`src/logic/psdl_consts.svh`:
```
// Constants of the PHY strap default loader: offsets, bits, defaults.
// Notes on behaviour
// - PHY A low-power strap presets enable bit
// - Same strap presets 100TX capability and advertisement
// - Fiber mode PHY ignores its mode straps except the duplex strap
// - Auto-crossover strap copied into configuration status
// - Strap source selected: straps decide crossover
// - Auto strap low: manual strap picks MDI/MDIX
// - Negotiation strap presets negotiation enable bit
// - Negotiation strap shapes adverts, mode
// - Speed strap shapes speed, adverts, mode
// - Duplex strap shapes duplex, advert, mode
`ifndef PSDL_CONSTS_SVH
`define PSDL_CONSTS_SVH

// ****************************************************************
// Register indices
// ****************************************************************
`define PSDL_NUM_REGS 8
`define PSDL_OFS_PHYA_PDX 3'h0
`define PSDL_OFS_PHYA_CAP 3'h1
`define PSDL_OFS_PHYA_ADV 3'h2
`define PSDL_OFS_HWCFG 3'h3
`define PSDL_OFS_PHYB_SPC 3'h4
`define PSDL_OFS_PHYB_BASIC 3'h5
`define PSDL_OFS_PHYB_ADV 3'h6
`define PSDL_OFS_PHYB_MODES 3'h7

// ****************************************************************
// Field positions
// ****************************************************************
`define PSDL_B_LP_EN 2
`define PSDL_B_LP_100TX 1
`define PSDL_B_AUTO_STATE 0
`define PSDL_B_MAN_STATE 1
`define PSDL_B_FIB_A 2
`define PSDL_B_FIB_B 3
`define PSDL_B_SRC_SEL 0
`define PSDL_B_SW_AUTO 1
`define PSDL_B_SW_MDIX 2
`define PSDL_B_EFF_AUTO 4
`define PSDL_B_EFF_MDIX 5
`define PSDL_B_AN_EN 12
`define PSDL_B_SPEED_LSB 13
`define PSDL_B_DUPLEX 8
`define PSDL_B_ADV_10HD 5
`define PSDL_B_ADV_10FD 6
`define PSDL_B_MODE_LO 5
`define PSDL_B_MODE_HI 7
`define PSDL_MODE_ALL_AN 3'h7

// ****************************************************************
// Strap vector bit order and values
// ****************************************************************
`define PSDL_S_LP_A 0
`define PSDL_S_AUTO 1
`define PSDL_S_MAN 2
`define PSDL_S_AN 3
`define PSDL_S_SPD 4
`define PSDL_S_DUP 5
`define PSDL_S_FIB_A 6
`define PSDL_S_FIB_B 7
`define PSDL_STRAP_W 8
`define PSDL_STRAP_RESET 8'h3A
`define PSDL_FIBER_LP 1'h0
`define PSDL_FIBER_AUTO 1'h0
`define PSDL_FIBER_MAN 1'h0
`define PSDL_FIBER_AN 1'h0
`define PSDL_FIBER_SPD 1'h1

// ****************************************************************
// Timing
// ****************************************************************
`define PSDL_SYNC_WAIT 2'h2

`endif

```
`src/logic/psdl_pkg.sv`:
```
// Types of the PHY strap default loader.
package psdl_pkg;
  typedef enum logic [2:0] {
    ST_WAIT = 3'b001,
    ST_LOAD = 3'b010,
    ST_RUN = 3'b100
  } psdl_state_t;
endpackage

```
`src/logic/psdl_top.sv`:
```
// PHY strap default loader: latches straps, presets PHY register bits.
`timescale 1ns/1ns
`include "psdl_consts.svh"
module psdl_top #(
  parameter int DATA_W = 16,
  parameter int ADDR_W = 8
) (
  input wire logic clk,
  input wire logic rst_b,
  input wire logic phy_a_low_power_strap,
  input wire logic phy_b_auto_crossover_strap,
  input wire logic phy_b_manual_crossover_strap,
  input wire logic phy_b_negotiation_strap,
  input wire logic phy_b_speed_strap,
  input wire logic phy_b_duplex_strap,
  input wire logic phy_a_fiber_mode,
  input wire logic phy_b_fiber_mode,
  input wire logic [ADDR_W-1:0] reg_addr,
  input wire logic [DATA_W-1:0] reg_wdata,
  input wire logic reg_wr,
  input wire logic reg_rd,
  output logic [DATA_W-1:0] reg_rdata,
  output logic load_done,
  output logic phy_a_low_power_enable_bit,
  output logic phy_a_cap_100tx_low_power,
  output logic phy_a_adv_100tx_low_power,
  output logic phy_b_negotiation_enable_bit,
  output logic phy_b_speed_select_low_bit,
  output logic phy_b_duplex_mode_bit,
  output logic phy_b_adv_10_full,
  output logic phy_b_adv_10_half,
  output logic [2:0] phy_b_mode,
  output logic phy_b_auto_crossover,
  output logic phy_b_crossed
);

  // ****************************************************************
  // Decode helpers
  // ****************************************************************
  function automatic logic psdl_mapped(input logic [ADDR_W-1:0] a);
    psdl_mapped = (a < ADDR_W'(`PSDL_NUM_REGS));
  endfunction

  function automatic logic [DATA_W-1:0] psdl_wmask(input logic [2:0] idx);
    logic [DATA_W-1:0] m;
    m = '0;
    case (idx)
      `PSDL_OFS_PHYA_PDX: m[`PSDL_B_LP_EN] = 1'h1;
      `PSDL_OFS_PHYA_CAP, `PSDL_OFS_PHYA_ADV: m[`PSDL_B_LP_100TX] = 1'h1;
      `PSDL_OFS_PHYB_SPC: m[`PSDL_B_SW_MDIX:`PSDL_B_SRC_SEL] = 3'h7;
      `PSDL_OFS_PHYB_BASIC: begin
        m[`PSDL_B_AN_EN] = 1'h1;
        m[`PSDL_B_SPEED_LSB] = 1'h1;
        m[`PSDL_B_DUPLEX] = 1'h1;
      end
      `PSDL_OFS_PHYB_ADV: m[`PSDL_B_ADV_10FD:`PSDL_B_ADV_10HD] = 2'h3;
      `PSDL_OFS_PHYB_MODES: m[`PSDL_B_MODE_HI:`PSDL_B_MODE_LO] = 3'h7;
      default: m = '0;
    endcase
    psdl_wmask = m;
  endfunction

  // Preset value of one register from a strap vector
  function automatic logic [DATA_W-1:0] psdl_default(
    input logic [2:0] idx,
    input logic [`PSDL_STRAP_W-1:0] s
  );
    logic lp, an, spd, dup;
    logic [DATA_W-1:0] v;
    lp = s[`PSDL_S_FIB_A] ? `PSDL_FIBER_LP : s[`PSDL_S_LP_A];
    an = s[`PSDL_S_FIB_B] ? `PSDL_FIBER_AN : s[`PSDL_S_AN];
    spd = s[`PSDL_S_FIB_B] ? `PSDL_FIBER_SPD : s[`PSDL_S_SPD];
    dup = s[`PSDL_S_DUP];
    v = '0;
    case (idx)
      `PSDL_OFS_PHYA_PDX: v[`PSDL_B_LP_EN] = lp;
      `PSDL_OFS_PHYA_CAP: v[`PSDL_B_LP_100TX] = lp;
      `PSDL_OFS_PHYA_ADV: v[`PSDL_B_LP_100TX] = lp;
      `PSDL_OFS_HWCFG: begin
        v[`PSDL_B_AUTO_STATE] = s[`PSDL_S_AUTO];
        v[`PSDL_B_MAN_STATE] = s[`PSDL_S_MAN];
        v[`PSDL_B_FIB_A] = s[`PSDL_S_FIB_A];
        v[`PSDL_B_FIB_B] = s[`PSDL_S_FIB_B];
      end
      `PSDL_OFS_PHYB_BASIC: begin
        v[`PSDL_B_AN_EN] = an;
        v[`PSDL_B_SPEED_LSB] = spd;
        v[`PSDL_B_DUPLEX] = dup;
      end
      `PSDL_OFS_PHYB_ADV: begin
        // Fixed 100 Mb/s without negotiation offers no 10 Mb/s modes
        v[`PSDL_B_ADV_10HD] = an | ~spd;
        v[`PSDL_B_ADV_10FD] = dup & (an | ~spd);
      end
      `PSDL_OFS_PHYB_MODES: v[`PSDL_B_MODE_HI:`PSDL_B_MODE_LO] =
        an ? `PSDL_MODE_ALL_AN : {1'h0, spd, dup};
      default: v = '0;
    endcase
    psdl_default = v;
  endfunction

  // ****************************************************************
  // Strap capture
  // ****************************************************************
  logic [`PSDL_STRAP_W-1:0] strap_sync;
  psdl_strap_sync #(.WIDTH(`PSDL_STRAP_W)) u_sync (
    .clk(clk),
    .rst_b(rst_b),
    .pin_in({phy_b_fiber_mode, phy_a_fiber_mode, phy_b_duplex_strap,
      phy_b_speed_strap, phy_b_negotiation_strap,
      phy_b_manual_crossover_strap, phy_b_auto_crossover_strap,
      phy_a_low_power_strap}),
    .sync_out(strap_sync)
  );

  // ****************************************************************
  // Load sequencer
  // ****************************************************************
  psdl_pkg::psdl_state_t state;
  psdl_pkg::psdl_state_t next_state;
  logic [1:0] wait_cnt;
  logic [1:0] next_wait_cnt;
  // Waits for the synchroniser to fill, loads once, then runs
  always_comb begin
    next_state = state;
    next_wait_cnt = wait_cnt;
    case (state)
      psdl_pkg::ST_WAIT: begin
        if (wait_cnt == `PSDL_SYNC_WAIT) begin
          next_state = psdl_pkg::ST_LOAD;
        end else begin
          next_wait_cnt = wait_cnt + 2'h1;
        end
      end
      psdl_pkg::ST_LOAD: next_state = psdl_pkg::ST_RUN;
      psdl_pkg::ST_RUN: next_state = psdl_pkg::ST_RUN;
      default: next_state = psdl_pkg::ST_WAIT;
    endcase
  end

  always_ff @(posedge clk or negedge rst_b) begin
    if (!rst_b) begin
      state <= psdl_pkg::ST_WAIT;
      wait_cnt <= 2'h0;
    end else begin
      state <= next_state;
      wait_cnt <= next_wait_cnt;
    end
  end

  // ****************************************************************
  // Register file
  // ****************************************************************
  logic [DATA_W-1:0] regs [0:`PSDL_NUM_REGS-1];
  logic [DATA_W-1:0] next_regs [0:`PSDL_NUM_REGS-1];
  logic wr_hit;
  // Writes before the load would be overwritten, so they are dropped
  assign wr_hit = reg_wr && psdl_mapped(reg_addr) &&
    (state == psdl_pkg::ST_RUN);

  always_comb begin
    for (int i = 0; i < `PSDL_NUM_REGS; i++) begin
      next_regs[i] = regs[i];
      if (state == psdl_pkg::ST_LOAD) begin
        next_regs[i] = psdl_default(3'(i), strap_sync);
      end else if (wr_hit && (reg_addr[2:0] == 3'(i))) begin
        next_regs[i] = (regs[i] & ~psdl_wmask(3'(i))) |
          (reg_wdata & psdl_wmask(3'(i)));
      end
    end
  end

  always_ff @(posedge clk or negedge rst_b) begin
    if (!rst_b) begin
      for (int i = 0; i < `PSDL_NUM_REGS; i++) begin
        regs[i] <= psdl_default(3'(i), `PSDL_STRAP_RESET);
      end
    end else begin
      for (int i = 0; i < `PSDL_NUM_REGS; i++) begin
        regs[i] <= next_regs[i];
      end
    end
  end

  // ****************************************************************
  // Crossover selection
  // ****************************************************************
  logic next_auto;
  logic next_cross;
  logic src_sw;
  logic lat_auto;
  logic lat_man;
  logic lat_fib_b;
  assign src_sw = regs[`PSDL_OFS_PHYB_SPC][`PSDL_B_SRC_SEL];
  assign lat_auto = regs[`PSDL_OFS_HWCFG][`PSDL_B_AUTO_STATE];
  assign lat_man = regs[`PSDL_OFS_HWCFG][`PSDL_B_MAN_STATE];
  assign lat_fib_b = regs[`PSDL_OFS_HWCFG][`PSDL_B_FIB_B];

  always_comb begin
    if (lat_fib_b) begin
      next_auto = `PSDL_FIBER_AUTO;
      next_cross = `PSDL_FIBER_MAN;
    end else if (src_sw) begin
      next_auto = regs[`PSDL_OFS_PHYB_SPC][`PSDL_B_SW_AUTO];
      next_cross = ~next_auto & regs[`PSDL_OFS_PHYB_SPC][`PSDL_B_SW_MDIX];
    end else begin
      next_auto = lat_auto;
      next_cross = ~lat_auto & lat_man;
    end
  end

  always_ff @(posedge clk or negedge rst_b) begin
    if (!rst_b) begin
      phy_b_auto_crossover <= 1'h0;
      phy_b_crossed <= 1'h0;
    end else begin
      phy_b_auto_crossover <= next_auto;
      phy_b_crossed <= next_cross;
    end
  end

  // ****************************************************************
  // Read port
  // ****************************************************************
  logic [DATA_W-1:0] next_rdata;
  // Data only in the cycle after the strobe; unmapped reads give zero
  always_comb begin
    next_rdata = '0;
    if (reg_rd && psdl_mapped(reg_addr)) begin
      next_rdata = regs[reg_addr[2:0]];
      if (reg_addr[2:0] == `PSDL_OFS_PHYB_SPC) begin
        next_rdata[`PSDL_B_EFF_AUTO] = phy_b_auto_crossover;
        next_rdata[`PSDL_B_EFF_MDIX] = phy_b_crossed;
      end
    end
  end

  always_ff @(posedge clk or negedge rst_b) begin
    if (!rst_b) begin
      reg_rdata <= '0;
    end else begin
      reg_rdata <= next_rdata;
    end
  end

  // ****************************************************************
  // Outputs to the PHYs
  // ****************************************************************
  assign load_done = (state == psdl_pkg::ST_RUN);
  assign phy_a_low_power_enable_bit =
    regs[`PSDL_OFS_PHYA_PDX][`PSDL_B_LP_EN];
  assign phy_a_cap_100tx_low_power =
    regs[`PSDL_OFS_PHYA_CAP][`PSDL_B_LP_100TX];
  assign phy_a_adv_100tx_low_power =
    regs[`PSDL_OFS_PHYA_ADV][`PSDL_B_LP_100TX];
  assign phy_b_negotiation_enable_bit =
    regs[`PSDL_OFS_PHYB_BASIC][`PSDL_B_AN_EN];
  assign phy_b_speed_select_low_bit =
    regs[`PSDL_OFS_PHYB_BASIC][`PSDL_B_SPEED_LSB];
  assign phy_b_duplex_mode_bit = regs[`PSDL_OFS_PHYB_BASIC][`PSDL_B_DUPLEX];
  assign phy_b_adv_10_full = regs[`PSDL_OFS_PHYB_ADV][`PSDL_B_ADV_10FD];
  assign phy_b_adv_10_half = regs[`PSDL_OFS_PHYB_ADV][`PSDL_B_ADV_10HD];
  assign phy_b_mode =
    regs[`PSDL_OFS_PHYB_MODES][`PSDL_B_MODE_HI:`PSDL_B_MODE_LO];

  // ****************************************************************
  // Checks
  // ****************************************************************
  logic st_load;
  logic st_run;
  logic eff_lp;
  logic eff_an;
  logic eff_spd;
  assign st_load = (state == psdl_pkg::ST_LOAD);
  assign st_run = (state == psdl_pkg::ST_RUN);
  assign eff_lp = strap_sync[`PSDL_S_FIB_A] ? `PSDL_FIBER_LP :
    strap_sync[`PSDL_S_LP_A];
  assign eff_an = strap_sync[`PSDL_S_FIB_B] ? `PSDL_FIBER_AN :
    strap_sync[`PSDL_S_AN];
  assign eff_spd = strap_sync[`PSDL_S_FIB_B] ? `PSDL_FIBER_SPD :
    strap_sync[`PSDL_S_SPD];

  chk_lp_enable_load: assert property (
    @(posedge clk) disable iff (!rst_b)
    st_load |=> phy_a_low_power_enable_bit == $past(eff_lp))
    else $error("low-power enable not preset from strap");
  chk_lp_cap_adv: assert property (
    @(posedge clk) disable iff (!rst_b)
    st_load |=> (phy_a_cap_100tx_low_power == $past(eff_lp)) &&
      (phy_a_adv_100tx_low_power == $past(eff_lp)))
    else $error("100TX low-power bits not preset from strap");
  chk_fiber_ignores_straps: assert property (
    @(posedge clk) disable iff (!rst_b)
    st_load && strap_sync[`PSDL_S_FIB_B] |=>
      !phy_b_negotiation_enable_bit && phy_b_speed_select_low_bit
      ##1 !phy_b_auto_crossover && !phy_b_crossed)
    else $error("fiber PHY took copper straps");
  chk_auto_state_copy: assert property (
    @(posedge clk) disable iff (!rst_b)
    st_load |=> regs[`PSDL_OFS_HWCFG][`PSDL_B_AUTO_STATE] ==
      $past(strap_sync[`PSDL_S_AUTO]))
    else $error("auto-crossover strap state not copied");
  chk_strap_auto_xover: assert property (
    @(posedge clk) disable iff (!rst_b)
    st_run && !src_sw && !lat_fib_b |=>
      phy_b_auto_crossover == $past(lat_auto))
    else $error("auto-crossover not following strap");
  chk_manual_xover: assert property (
    @(posedge clk) disable iff (!rst_b)
    st_run && !src_sw && !lat_fib_b && !lat_auto |=>
      !phy_b_auto_crossover && (phy_b_crossed == $past(lat_man)))
    else $error("manual crossover strap not applied");
  chk_negotiation_load: assert property (
    @(posedge clk) disable iff (!rst_b)
    st_load |=> phy_b_negotiation_enable_bit == $past(eff_an))
    else $error("negotiation enable not preset from strap");
  chk_negotiation_mode: assert property (
    @(posedge clk) disable iff (!rst_b)
    st_load && eff_an |=> (phy_b_mode == `PSDL_MODE_ALL_AN) &&
      phy_b_adv_10_half)
    else $error("negotiation strap did not shape mode");
  chk_speed_fixed: assert property (
    @(posedge clk) disable iff (!rst_b)
    st_load && !eff_an |=> (phy_b_speed_select_low_bit == $past(eff_spd))
      && (phy_b_mode[1] == $past(eff_spd)) &&
      (phy_b_adv_10_half == !$past(eff_spd)))
    else $error("speed strap did not shape defaults");
  chk_duplex_load: assert property (
    @(posedge clk) disable iff (!rst_b)
    st_load |=> phy_b_duplex_mode_bit == $past(strap_sync[`PSDL_S_DUP]))
    else $error("duplex strap not preset");
  chk_write_overrides: assert property (
    @(posedge clk) disable iff (!rst_b)
    st_run && reg_wr && (reg_addr == ADDR_W'(`PSDL_OFS_PHYB_BASIC)) |=>
      st_run && (phy_b_negotiation_enable_bit ==
      $past(reg_wdata[`PSDL_B_AN_EN])))
    else $error("software write did not win over strap");

endmodule

```
`src/logic/psdl_strap_sync.sv`:
```
// Two-stage synchroniser for the strap pins.
`timescale 1ns/1ns
module psdl_strap_sync #(
  parameter int WIDTH = 8
) (
  input wire logic clk,
  input wire logic rst_b,
  input wire logic [WIDTH-1:0] pin_in,
  output logic [WIDTH-1:0] sync_out
);
  logic [WIDTH-1:0] meta;

  always_ff @(posedge clk or negedge rst_b) begin
    if (!rst_b) begin
      meta <= '0;
      sync_out <= '0;
    end else begin
      meta <= pin_in;
      sync_out <= meta;
    end
  end
endmodule

```
`config.mk`:
```
export PLATFORM = sky130hd
export DESIGN_NAME = psdl_top
export DESIGN_NICKNAME = d
export VERILOG_FILES = /design/src/logic/psdl_pkg.sv /design/src/logic/psdl_top.sv /design/src/logic/psdl_strap_sync.sv
export VERILOG_INCLUDE_DIRS = /design/src /design/src/logic
export SDC_FILE = /design/constraint.sdc
export NUM_CORES = 1
export LEC_CHECK = 0
export BUFFER_PORTS_ARGS = -buffer_cell sky130_fd_sc_hd__buf_2
export CAP_MARGIN = 5
export CORE_MARGIN = 1
export CORE_UTILIZATION = 54
export DETAILED_ROUTE_END_ITERATION = 12
export HOLD_SLACK_MARGIN = 0.05
export PLACE_DENSITY = 0.94
export SYNTH_ARGS = -nofsm -noshare
export SYNTH_HDL_FRONTEND = slang
export SYNTH_SLANG_ARGS = --single-unit
export TNS_END_PERCENT = 1
```
`constraint.sdc`:
```
create_clock -name clk -period 3.64 [get_ports clk]
set_input_delay 0.728 -clock clk [delete_from_list [all_inputs] [get_ports clk]]
set_output_delay 0.728 -clock clk [all_outputs]
set_load 0.01 [all_outputs]
```
==> results of run 1 <==
==> area by class of cell <==
type                    instances  area, um2
repair buffers                 59      297.8
inverters                       7      26.28
clock inverters                 1      30.03
clock buffers                   7      86.33
fillers                       284       1206
flip-flops and latches         53       1339
multi-input cells             112      753.2
well taps                      48      60.06
==> sequential cells by signal, summed over array words and instances, names as in the netlist, 2 cells and up <==
| register | count |
|---|---|
| wait_cnt | 2 |
| reg_rdata | 12 |
| state | 3 |
| u_sync.sync_out | 8 |
| u_sync.meta | 8 |
| phy_b_mode | 3 |
| regs | 4 |
==> synthesized netlist by cell type (2+ instances only) <==
library cell and instances:
a21oi_1 7, a22oi_1 2, and3_1 5, buf_2 2
buf_4 7, clkbuf_1 2, dfrtp_1 43, dfstp_2 10
inv_1 7, mux2_2 9, mux2i_1 10, nand2_1 23
nand3_1 3, nand3b_1 2, nand4_1 5, nor2_1 14
nor2b_1 4, nor3b_1 2, o21ai_0 5, o21ai_2 2
==> metrics by stage <==
| step | cell area [um2] | total power [mW] | instances | hold slack [ns] |
|---|---|---|---|---|
| global route | 2592 | 1.176 | 287 | 0.3609 |
| floorplan | 2215 | 0.6953 | 185 | 0.3312 |
| detailed placement | 2476 | 0.7422 | 279 | 0.3347 |
| finish | 2592 | 1.133 | 287 | 0.3533 |
| global placement | 2476 | 0.7371 | 279 | 0.3317 |
| CTS | 2592 | 1.140 | 287 | 0.3544 |
==> layer usage <==
metal  share of wire [%]  wire [um]  GRT usage, %
met3                 5.8        235         5.517
met2                  49       1997         36.10
met5                   0          0             0
met1                  43       1739         26.53
met4                 2.1         85         8.511
==> power by group through the flow <==
stage | registers, mW | clock network, mW | logic, mW
floorplan | 0.647 | 0 | 0.0484
detailed placement | 0.647 | 0 | 0.0950
global route | 0.640 | 0.430 | 0.106
CTS | 0.636 | 0.408 | 0.0961
finish | 0.636 | 0.402 | 0.0950
global placement | 0.646 | 0 | 0.0916
==> cell families (layout without fill, tap and decap cells) <==
family | after synthesis | count (layout)
muxes | 20 | 20
AOI/OAI and AO/OA | 20 | 20
other | 1 | 1
DFF | 53 | 53
xor gates and xnor gates | 1 | 1
and+or+nand+nor | 69 | 69
buffers and inverters | 20 | 74
adders and majority gates | 1 | 1
==> critical path: cells and delay by family <==
family	cells	cell delay [ns]
AND/OR/NAND/NOR	4	1.35
buffers and inverters	1	0.12
==> worst min-delay path by stage <==
stage	to
CTS	u_sync.sync_out[3]$_DFF_PN0_
global placement	u_sync.sync_out[6]$_DFF_PN0_
detailed placement	u_sync.sync_out[2]$_DFF_PN0_
floorplan	u_sync.sync_out[0]$_DFF_PN0_
finish	u_sync.sync_out[2]$_DFF_PN0_
global route	u_sync.sync_out[7]$_DFF_PN0_
==> impl_metrics.json, run 1 <==
{
  "die_h_um": 66.04,
  "overflow": 0,
  "cts_buffer_depth": 2,
  "clock-sinks": 53,
  "worstReg2RegEnd": "phy_b_mode[1]$_DFFE_PN1P_",
  "ys_types": 41,
  "setup_viol": 0,
  "slew_viol_final": 0,
  "worst_slack_ns": 1.684,
  "dp_hpwl_um": 2962,
  "clkTransAtPathRegs_ns": 0.09,
  "synthMuxAreaShare_pct": 9.774,
  "grt_pass1_wl_um": 6927,
  "swShare_pct": 21.86,
  "yosys_warnings": 0,
  "gp_congestion": 0.8200,
  "synth_cells": 185,
  "critPathMaxStageDelay_ns": 0.46,
  "final_common_cell": "buf_2",
  "detail_route.vias_per_cell": 5.233,
  "ant_nets": 0,
  "dieArea_mm2": 0.004361,
  "fin_crit_ns": 1.956,
  "cts_buffers": 5,
  "pwr-share-seq_pct": 56.1,
  "worstHoldStart": "u_sync.meta[2]$_DFF_PN0_",
  "cts-resized-gates": 0,
  "p_leak_nw": 1.333,
  "end_kind": "register",
  "internal_power_mw": 0.8853,
  "layout_worst_path_cycle_share_pct": 53.73,
  "portBuffers": 58,
  "synthFlopType": "dfrtp_1",
  "worst-r2r-setup-slack_ns": 1.87,
  "coreArea_mm2": 0.003799,
  "grt_max_degree": 54,
  "synth-compound-area-share_pct": 5.537,
  "relSlewSlack_pct": 26.52,
  "antenna_found_initial": 0,
  "reg2reg_from": "state[1]$_DFFE_PN0N_",
  "netSwitchingPower_mw": 0.2476,
  "cts_tree": "built",
  "path_class": "in2reg",
  "cts_setup_buffers": 0,
  "final_cell_mix": "58 x buf_2, 43 x dfrtp_1, 23 x nand2_1",
  "core.rowCount": 22,
  "post_drt_wl_per_cell_um": 14.13,
  "pin_count": 66,
  "grt.total_usage_pct": 21.54,
  "ir_worst_vdd_uv": 282.8,
  "syn_nets": 222,
  "drt_pass1_iterations": 4,
  "hp-class": "reg2reg",
  "max_freq_ghz": 0.5113,
  "p_per_area_mw_per_mm2": 437.0,
  "synth_top_family_by_area": "simple AND/OR/NAND/NOR gates",
  "syn-cell-area_mm2": 0.002215,
  "synth_xor_xnor_area_share_pct": 0.3955,
  "ctsHoldBuffers": 0,
  "worstSetupStartpointType": "input port",
  "synth-simple-area-share_pct": 17.57,
  "antenna_cells": 0,
  "synth_edf_count": 0,
  "finish.utilization_pct": 68.25,
  "first_iter_violations": 120,
  "synthAdderAreaFrac_pct": 0.5650,
  "required_ns": 3.89,
  "die_w_um": 66.04,
  "clock_latency_ns": 0.30,
  "yosys.area.top_type": "dfrtp_1",
  "layout.nets": 275,
  "path_max_fanout": 7,
  "cap_violations": 0,
  "crit_slowest_cell": "nor4_4",
  "ys_seq_area_share_pct": 60.45,
  "critPathLaunch": "reg_addr[3]",
  "setup.worst_path.end": "reg_rdata[7]$_DFF_PN0_",
  "pwr-share-clk_pct": 35.5,
  "path_cells": "buf_2, nor4_4, nand3b_1, nor2_1, and4_1",
  "finalHoldViolations": 0,
  "async_reset_ff_share_pct": 100.0,
  "synth_top_area_share_pct": 48.59,
  "combPwrFrac_pct": 8.4,
  "initial_core_util_pct": 58.30,
  "wirelength_um": 4056,
  "syn_area_per_cell_um2": 11.97,
  "via_count": 1502,
  "worst_pin_slew_ns": 1.102,
  "synth_area_leaders": "dfrtp_1 49%, dfstp_2 12%, mux2_2 4.6%",
  "clockRootBuffer": "clkbuf_8",
  "whs_path_depth": 0,
  "setup_tns_ns": 0,
  "worstPathArrival_ns": 2.20,
  "areaGrowthSynthToFinish_pct": 17.06,
  "r2r_cells": 4,
  "skew_ns": 0.007502,
  "drive_above_1_share_pct": 38.91,
  "rsz0062_at_grt": "false",
  "cts_max_level": 2,
  "synth-seq-cells": 53,
  "outcome": "complete, no violations",
  "grt_pass1_vias": 1461,
  "drc": 0,
  "post-place-ws_ns": 1.386
}
No activity file was read; power rests on OpenSTA's default activity.
==> inputs of run 2 (changes only) <==
--- a/config.mk
+++ b/config.mk
@@ -9,10 +9,10 @@
 export BUFFER_PORTS_ARGS = -buffer_cell sky130_fd_sc_hd__buf_2
 export CAP_MARGIN = 5
 export CORE_MARGIN = 1
-export CORE_UTILIZATION = 54
+export CORE_UTILIZATION = 51
 export DETAILED_ROUTE_END_ITERATION = 12
 export HOLD_SLACK_MARGIN = 0.05
-export PLACE_DENSITY = 0.94
+export PLACE_DENSITY = 0.9
 export SYNTH_ARGS = -nofsm -noshare
 export SYNTH_HDL_FRONTEND = slang
 export SYNTH_SLANG_ARGS = --single-unit
==> constraint.sdc (replaced) <==
create_clock -name clk -period 1.8 [get_ports clk]
set_input_delay 0.36 -clock clk [delete_from_list [all_inputs] [get_ports clk]]
set_output_delay 0.36 -clock clk [all_outputs]
set_load 0.01 [all_outputs]
==> impl_metrics.json, run 2 (synthesis results as in run 1) <==
{
  "required_ns": 2.04,
  "grt_max_degree": 54,
  "antenna_found_initial": 0,
  "die_h_um": 67.90,
  "route.met2.wl_um": 2009,
  "coreArea_mm2": 0.004086,
  "relSlewSlack_pct": 54.67,
  "ir_worst_vdd_uv": 570.2,
  "drt_pass1_iterations": 4,
  "p_per_area_mw_per_mm2": 812.9,
  "areaGrowthSynthToFinish_pct": 19.21,
  "cts_buffer_depth": 2,
  "crit_family": "simple AND/OR/NAND/NOR gates",
  "grt_pass1_vias": 1459,
  "wl_met3_um": 218,
  "slew_viol_final": 0,
  "n_fill_cell": 310,
  "cts_max_level": 2,
  "die_w_um": 67.90,
  "skew_ns": 0.01265,
  "rsz0062_at_grt": "false",
  "placed_cell_area_mm2": 0.002544,
  "path_max_fanout": 12,
  "worst-path-buf-inv": 0,
  "post_drt_wl_per_cell_um": 13.72,
  "layout_worst_path_cycle_share_pct": 93.68,
  "initial_core_util_pct": 54.19,
  "antenna_cells": 0,
  "worstPathArrival_ns": 1.92,
  "ant_nets": 0,
  "gp_congestion": 0.8247,
  "whs_ns": 0.1577,
  "max_freq_ghz": 0.5930,
  "path_cells": "or3b_1, o21ai_2, mux2_2",
  "p_leak_nw": 1.361,
  "layout.nets": 283,
  "cts_buffers": 5,
  "dieArea_mm2": 0.004610,
  "final_common_cell": "buf_2",
  "top_layer_used": "met4",
  "critPathMaxStageDelay_ns": 0.61,
  "clock_latency_ns": 0.30,
  "end_kind": "register",
  "largest_reg_flops": 12,
  "detail_route.vias_per_cell": 5.162,
  "wirelength_um": 4061,
  "clock-sinks": 53,
  "grt_pass1_wl_um": 6458,
  "cts_tree": "built",
  "outcome": "complete, no violations",
  "cap_violations": 0,
  "pin_count": 66,
  "first_iter_violations": 137,
  "drive_above_1_share_pct": 40.24,
  "dp_hpwl_um": 2980,
  "postLayoutCellArea_mm2": 0.002640,
  "worst_pin_slew_ns": 0.6785,
  "clkTransAtPathRegs_ns": 0.09,
  "final_cell_mix": "58 x buf_2, 43 x dfrtp_1, 23 x nand2_1",
  "path_class": "reg2reg",
  "multi_input_area_um2": 753.2,
  "fin_crit_ns": 1.686,
  "drc": 0,
  "worstSetupStartpointType": "register",
  "cts_setup_buffers": 0,
  "crit_slowest_cell": "or3b_1",
  "finalHoldViolations": 0,
  "m1WireLength_um": 1749,
  "setup_viol": 0,
  "grt.total_usage_pct": 19.48,
  "hp-class": "in2reg",
  "overflow": 0,
  "core.rowCount": 23,
  "via_count": 1528,
  "setup_tns_ns": 0,
  "regArea_mm2": 0.001339,
  "largestRegisters": "reg_rdata: 12 flops, u_sync.meta: 8 flops, u_sync.sync_out: 8 flops",
  "portBuffers": 58,
  "clockRootBuffer": "clkbuf_8",
  "largest_register": "reg_rdata"
}
==> run 2: cell count changes in the layout (fill, tap and decap cells not counted) <==
cell           change
bufinv_16          -1
buf_12             +1
dlygate4sd3_1      +1
buf_4              +6
==> run 2: through the flow <==
| step | utilization, % | std cells | power, mW | worst slack [ns] |
|---|---|---|---|---|
| 3_5_place_dp | 62.25 | 288 | 1.512 | 0.1088 |
| 4_1_cts | 64.61 | 296 | 2.159 | 0.1114 |
| 3_3_place_gp | 62.25 | 288 | 1.502 | 0.1664 |
| 5_1_grt | 64.61 | 296 | 2.245 | 0.04687 |
| 2_1_floorplan | - | 185 | 1.406 | 0.2272 |
| 6_report | 64.61 | 296 | 2.146 | 0.1137 |
==> run 2: cell type report <==
cell class	count	share of cell area, %
Timing Repair Buffer	67	14.12
Tap cell	50	2.370
Clock buffer	7	3.270
Multi-Input combinational cell	112	28.53
Sequential cell	53	50.71
Inverter	7	0.9953
==> run 2: path summary, 6_finish.rpt <==
check                                               endpoint  slack (ns)                  startpoint  depth (start not counted)
setup / recovery           phy_b_duplex_mode_bit$_DFFE_PN1P_        0.11        state[1]$_DFFE_PN0N_                          3
hold / removal                      u_sync.meta[1]$_DFF_PN0_        0.16  phy_b_auto_crossover_strap                          1
setup reg to reg           phy_b_duplex_mode_bit$_DFFE_PN1P_        0.11        state[1]$_DFFE_PN0N_                          3
hold reg to reg                 u_sync.sync_out[5]$_DFF_PN0_        0.35    u_sync.meta[5]$_DFF_PN0_                          0
max in group asynchronous               state[0]$_DFFE_PN1N_        0.93                       rst_b                          3
min in group asynchronous           u_sync.meta[1]$_DFF_PN0_        0.56                       rst_b                          3
==> run 2: repair_timing <==
item                      4_1_cts  5_1_grt
resized for setup               0        0
hold buffers                    1        0
hold endpoints to repair       30        0
==> run 2: metal layers <==
metal  vias up  global-route usage (%)
li1        747                       -
met1       721                   24.04
met2        50                   32.05
met3        10                   4.667
met4         0                   9.375
met5         -                       0
==> run 2: power breakdown <==
part           internal [mW]  leakage, nW  switching [mW]  total [mW]
combinational         0.0960        0.673           0.108       0.204
sequential              1.25        0.643          0.0334        1.29
clock                  0.306       0.0443           0.350       0.656
total                   1.65         1.36           0.492        2.15
==> inputs of run 3 (changes only) <==
--- a/config.mk
+++ b/config.mk
@@ -8,7 +8,7 @@
 export LEC_CHECK = 0
 export BUFFER_PORTS_ARGS = -buffer_cell sky130_fd_sc_hd__buf_2
 export CAP_MARGIN = 5
-export CORE_MARGIN = 1
+export CORE_MARGIN = 2
 export CORE_UTILIZATION = 51
 export DETAILED_ROUTE_END_ITERATION = 12
 export HOLD_SLACK_MARGIN = 0.05
==> impl_metrics.json, run 3 (synthesis results as in run 1) <==
{
  "outcome": "complete, no violations",
  "combPwrFrac_pct": 9.4,
  "first_iter_violations": 79,
  "overflow": 0,
  "crit_slowest_cell": "or3b_1",
  "hp-class": "in2reg",
  "post-place-ws_ns": 0.1471,
  "antenna_cells": 0,
  "max_freq_ghz": 0.6005,
  "pwr-share-seq_pct": 59.4,
  "antenna_found_initial": 0,
  "skew_ns": 0.005844,
  "reg2reg_from": "state[1]$_DFFE_PN0N_",
  "finalHoldViolations": 0,
  "worstSetupStartpointType": "register",
  "pwr-share-clk_pct": 31.2,
  "largest_reg_flops": 12,
  "required_ns": 2.04,
  "wirelength_um": 4179,
  "ant_nets": 0,
  "portBuffers": 58,
  "grt_pass1_wl_um": 7024,
  "via_count": 1541,
  "relSlewSlack_pct": 57.26,
  "ir_worst_vdd_uv": 532.0,
  "p_leak_nw": 1.362,
  "pin_count": 66,
  "worst-path-buf-inv": 0,
  "placed_cell_area_mm2": 0.002544,
  "drive_above_1_share_pct": 40.08,
  "path_cells": "or3b_1, o21ai_2, mux2_2",
  "end_kind": "register",
  "initial_core_util_pct": 54.19,
  "cts_max_level": 2,
  "gp_congestion": 0.7862,
  "post_drt_wl_per_cell_um": 14.07,
  "worstHoldStart": "phy_b_manual_crossover_strap",
  "setup_viol": 0,
  "critPathMaxStageDelay_ns": 0.59,
  "largestRegisters": "reg_rdata: 12 flops, u_sync.meta: 8 flops, u_sync.sync_out: 8 flops",
  "areaGrowthSynthToFinish_pct": 19.38,
  "dieArea_mm2": 0.004885,
  "crit_family": "simple AND/OR/NAND/NOR gates",
  "finalPower_mw": 2.165,
  "worst_pin_slew_ns": 0.6397,
  "setup_tns_ns": 0,
  "worstPathArrival_ns": 1.90,
  "swShare_pct": 23.21,
  "coreArea_mm2": 0.004086,
  "largest_register": "reg_rdata",
  "core.rowCount": 23,
  "final_cell_mix": "58 x buf_2, 43 x dfrtp_1, 23 x nand2_1",
  "grt_pass1_vias": 1526,
  "die_h_um": 69.90,
  "clock-sinks": 53,
  "rsz0062_at_grt": "false",
  "clockRootBuffer": "clkbuf_8",
  "layout.nets": 283,
  "layout_worst_path_cycle_share_pct": 92.52,
  "critPathLaunch": "state[1]$_DFFE_PN0N_",
  "grt_max_degree": 54,
  "cts_buffer_depth": 2,
  "dp_hpwl_um": 3142,
  "p_per_area_mw_per_mm2": 818.8,
  "final_common_cell": "buf_2",
  "drt_pass1_iterations": 4,
  "grt.total_usage_pct": 18.45,
  "detail_route.vias_per_cell": 5.189,
  "clock_latency_ns": 0.30,
  "slew_viol_final": 0,
  "die_w_um": 69.90,
  "cap_violations": 0,
  "worst_slack_ns": 0.1347,
  "path_class": "reg2reg",
  "internal_power_mw": 1.662,
  "cts_tree": "built",
  "cts-resized-gates": 0,
  "clkTransAtPathRegs_ns": 0.09,
  "postLayoutCellArea_mm2": 0.002644,
  "netSwitchingPower_mw": 0.5024,
  "path_max_fanout": 11,
  "cts_buffers": 5,
  "fin_crit_ns": 1.665,
  "drc": 0
}
## run 3: changes by cell type in the layout (fill, tap and decap cells not counted), sizes merged
cell and delta:
clkbuf +1
## run 3: power groups by stage
stage	combinational (mW)	sequential (mW)	clock, mW
after floorplan	0.0979	1.31	0
after global placement	0.198	1.31	0
after detailed placement	0.206	1.31	0
after CTS	0.207	1.28	0.693
after global routing	0.226	1.29	0.746
final	0.205	1.29	0.675
## run 3: area by class of cell
class,count,area [um2]
flip-flops and latches,53,1339
repair buffers,67,372.9
fillers,324,1443
clock buffers,8,90.09
multi-input cells,112,753.2
inverters,7,26.28
well taps,50,62.56
## run 3: routing by layer
layer / up-vias / GRT usage [%] / routed length, um
li1: 746 / - / -
met1: 725 / 23.50 / 1813
met2: 58 / 29.31 / 1984
met3: 12 / 5.628 / 276
met4: 0 / 7.906 / 105
met5: - / 0 / 0
## run 3: timing repair
item,in CTS,in global routing
hold buffers,1,0
setup buffers,0,0
endpoints found under the hold margin,43,0
## run 3: metrics by stage
stage / utilization (%) / hold WS (ns) / instances
final: 64.70 / 0.1533 / 297
after floorplan: - / 0.06441 / 185
after global placement: 62.25 / 0.3325 / 288
after CTS: 64.70 / 0.1456 / 297
after global routing: 64.70 / 0.1347 / 297
after detailed placement: 62.25 / 0.3347 / 288
## run 3: worst paths after layout
| path | cells past startpoint | slack [ns] | end |
|---|---|---|---|
| worst max-delay path | 3 | 0.13 | phy_b_mode[1]$_DFFE_PN1P_ |
| worst min-delay path | 1 | 0.15 | u_sync.meta[2]$_DFF_PN0_ |
| worst max register to register | 3 | 0.13 | phy_b_mode[1]$_DFFE_PN1P_ |
| worst min register to register | 0 | 0.35 | u_sync.sync_out[4]$_DFF_PN0_ |
| max in group asynchronous | 3 | 0.95 | phy_b_mode[2]$_DFFE_PN1P_ |
| min in group asynchronous | 3 | 0.56 | u_sync.meta[0]$_DFF_PN0_ |
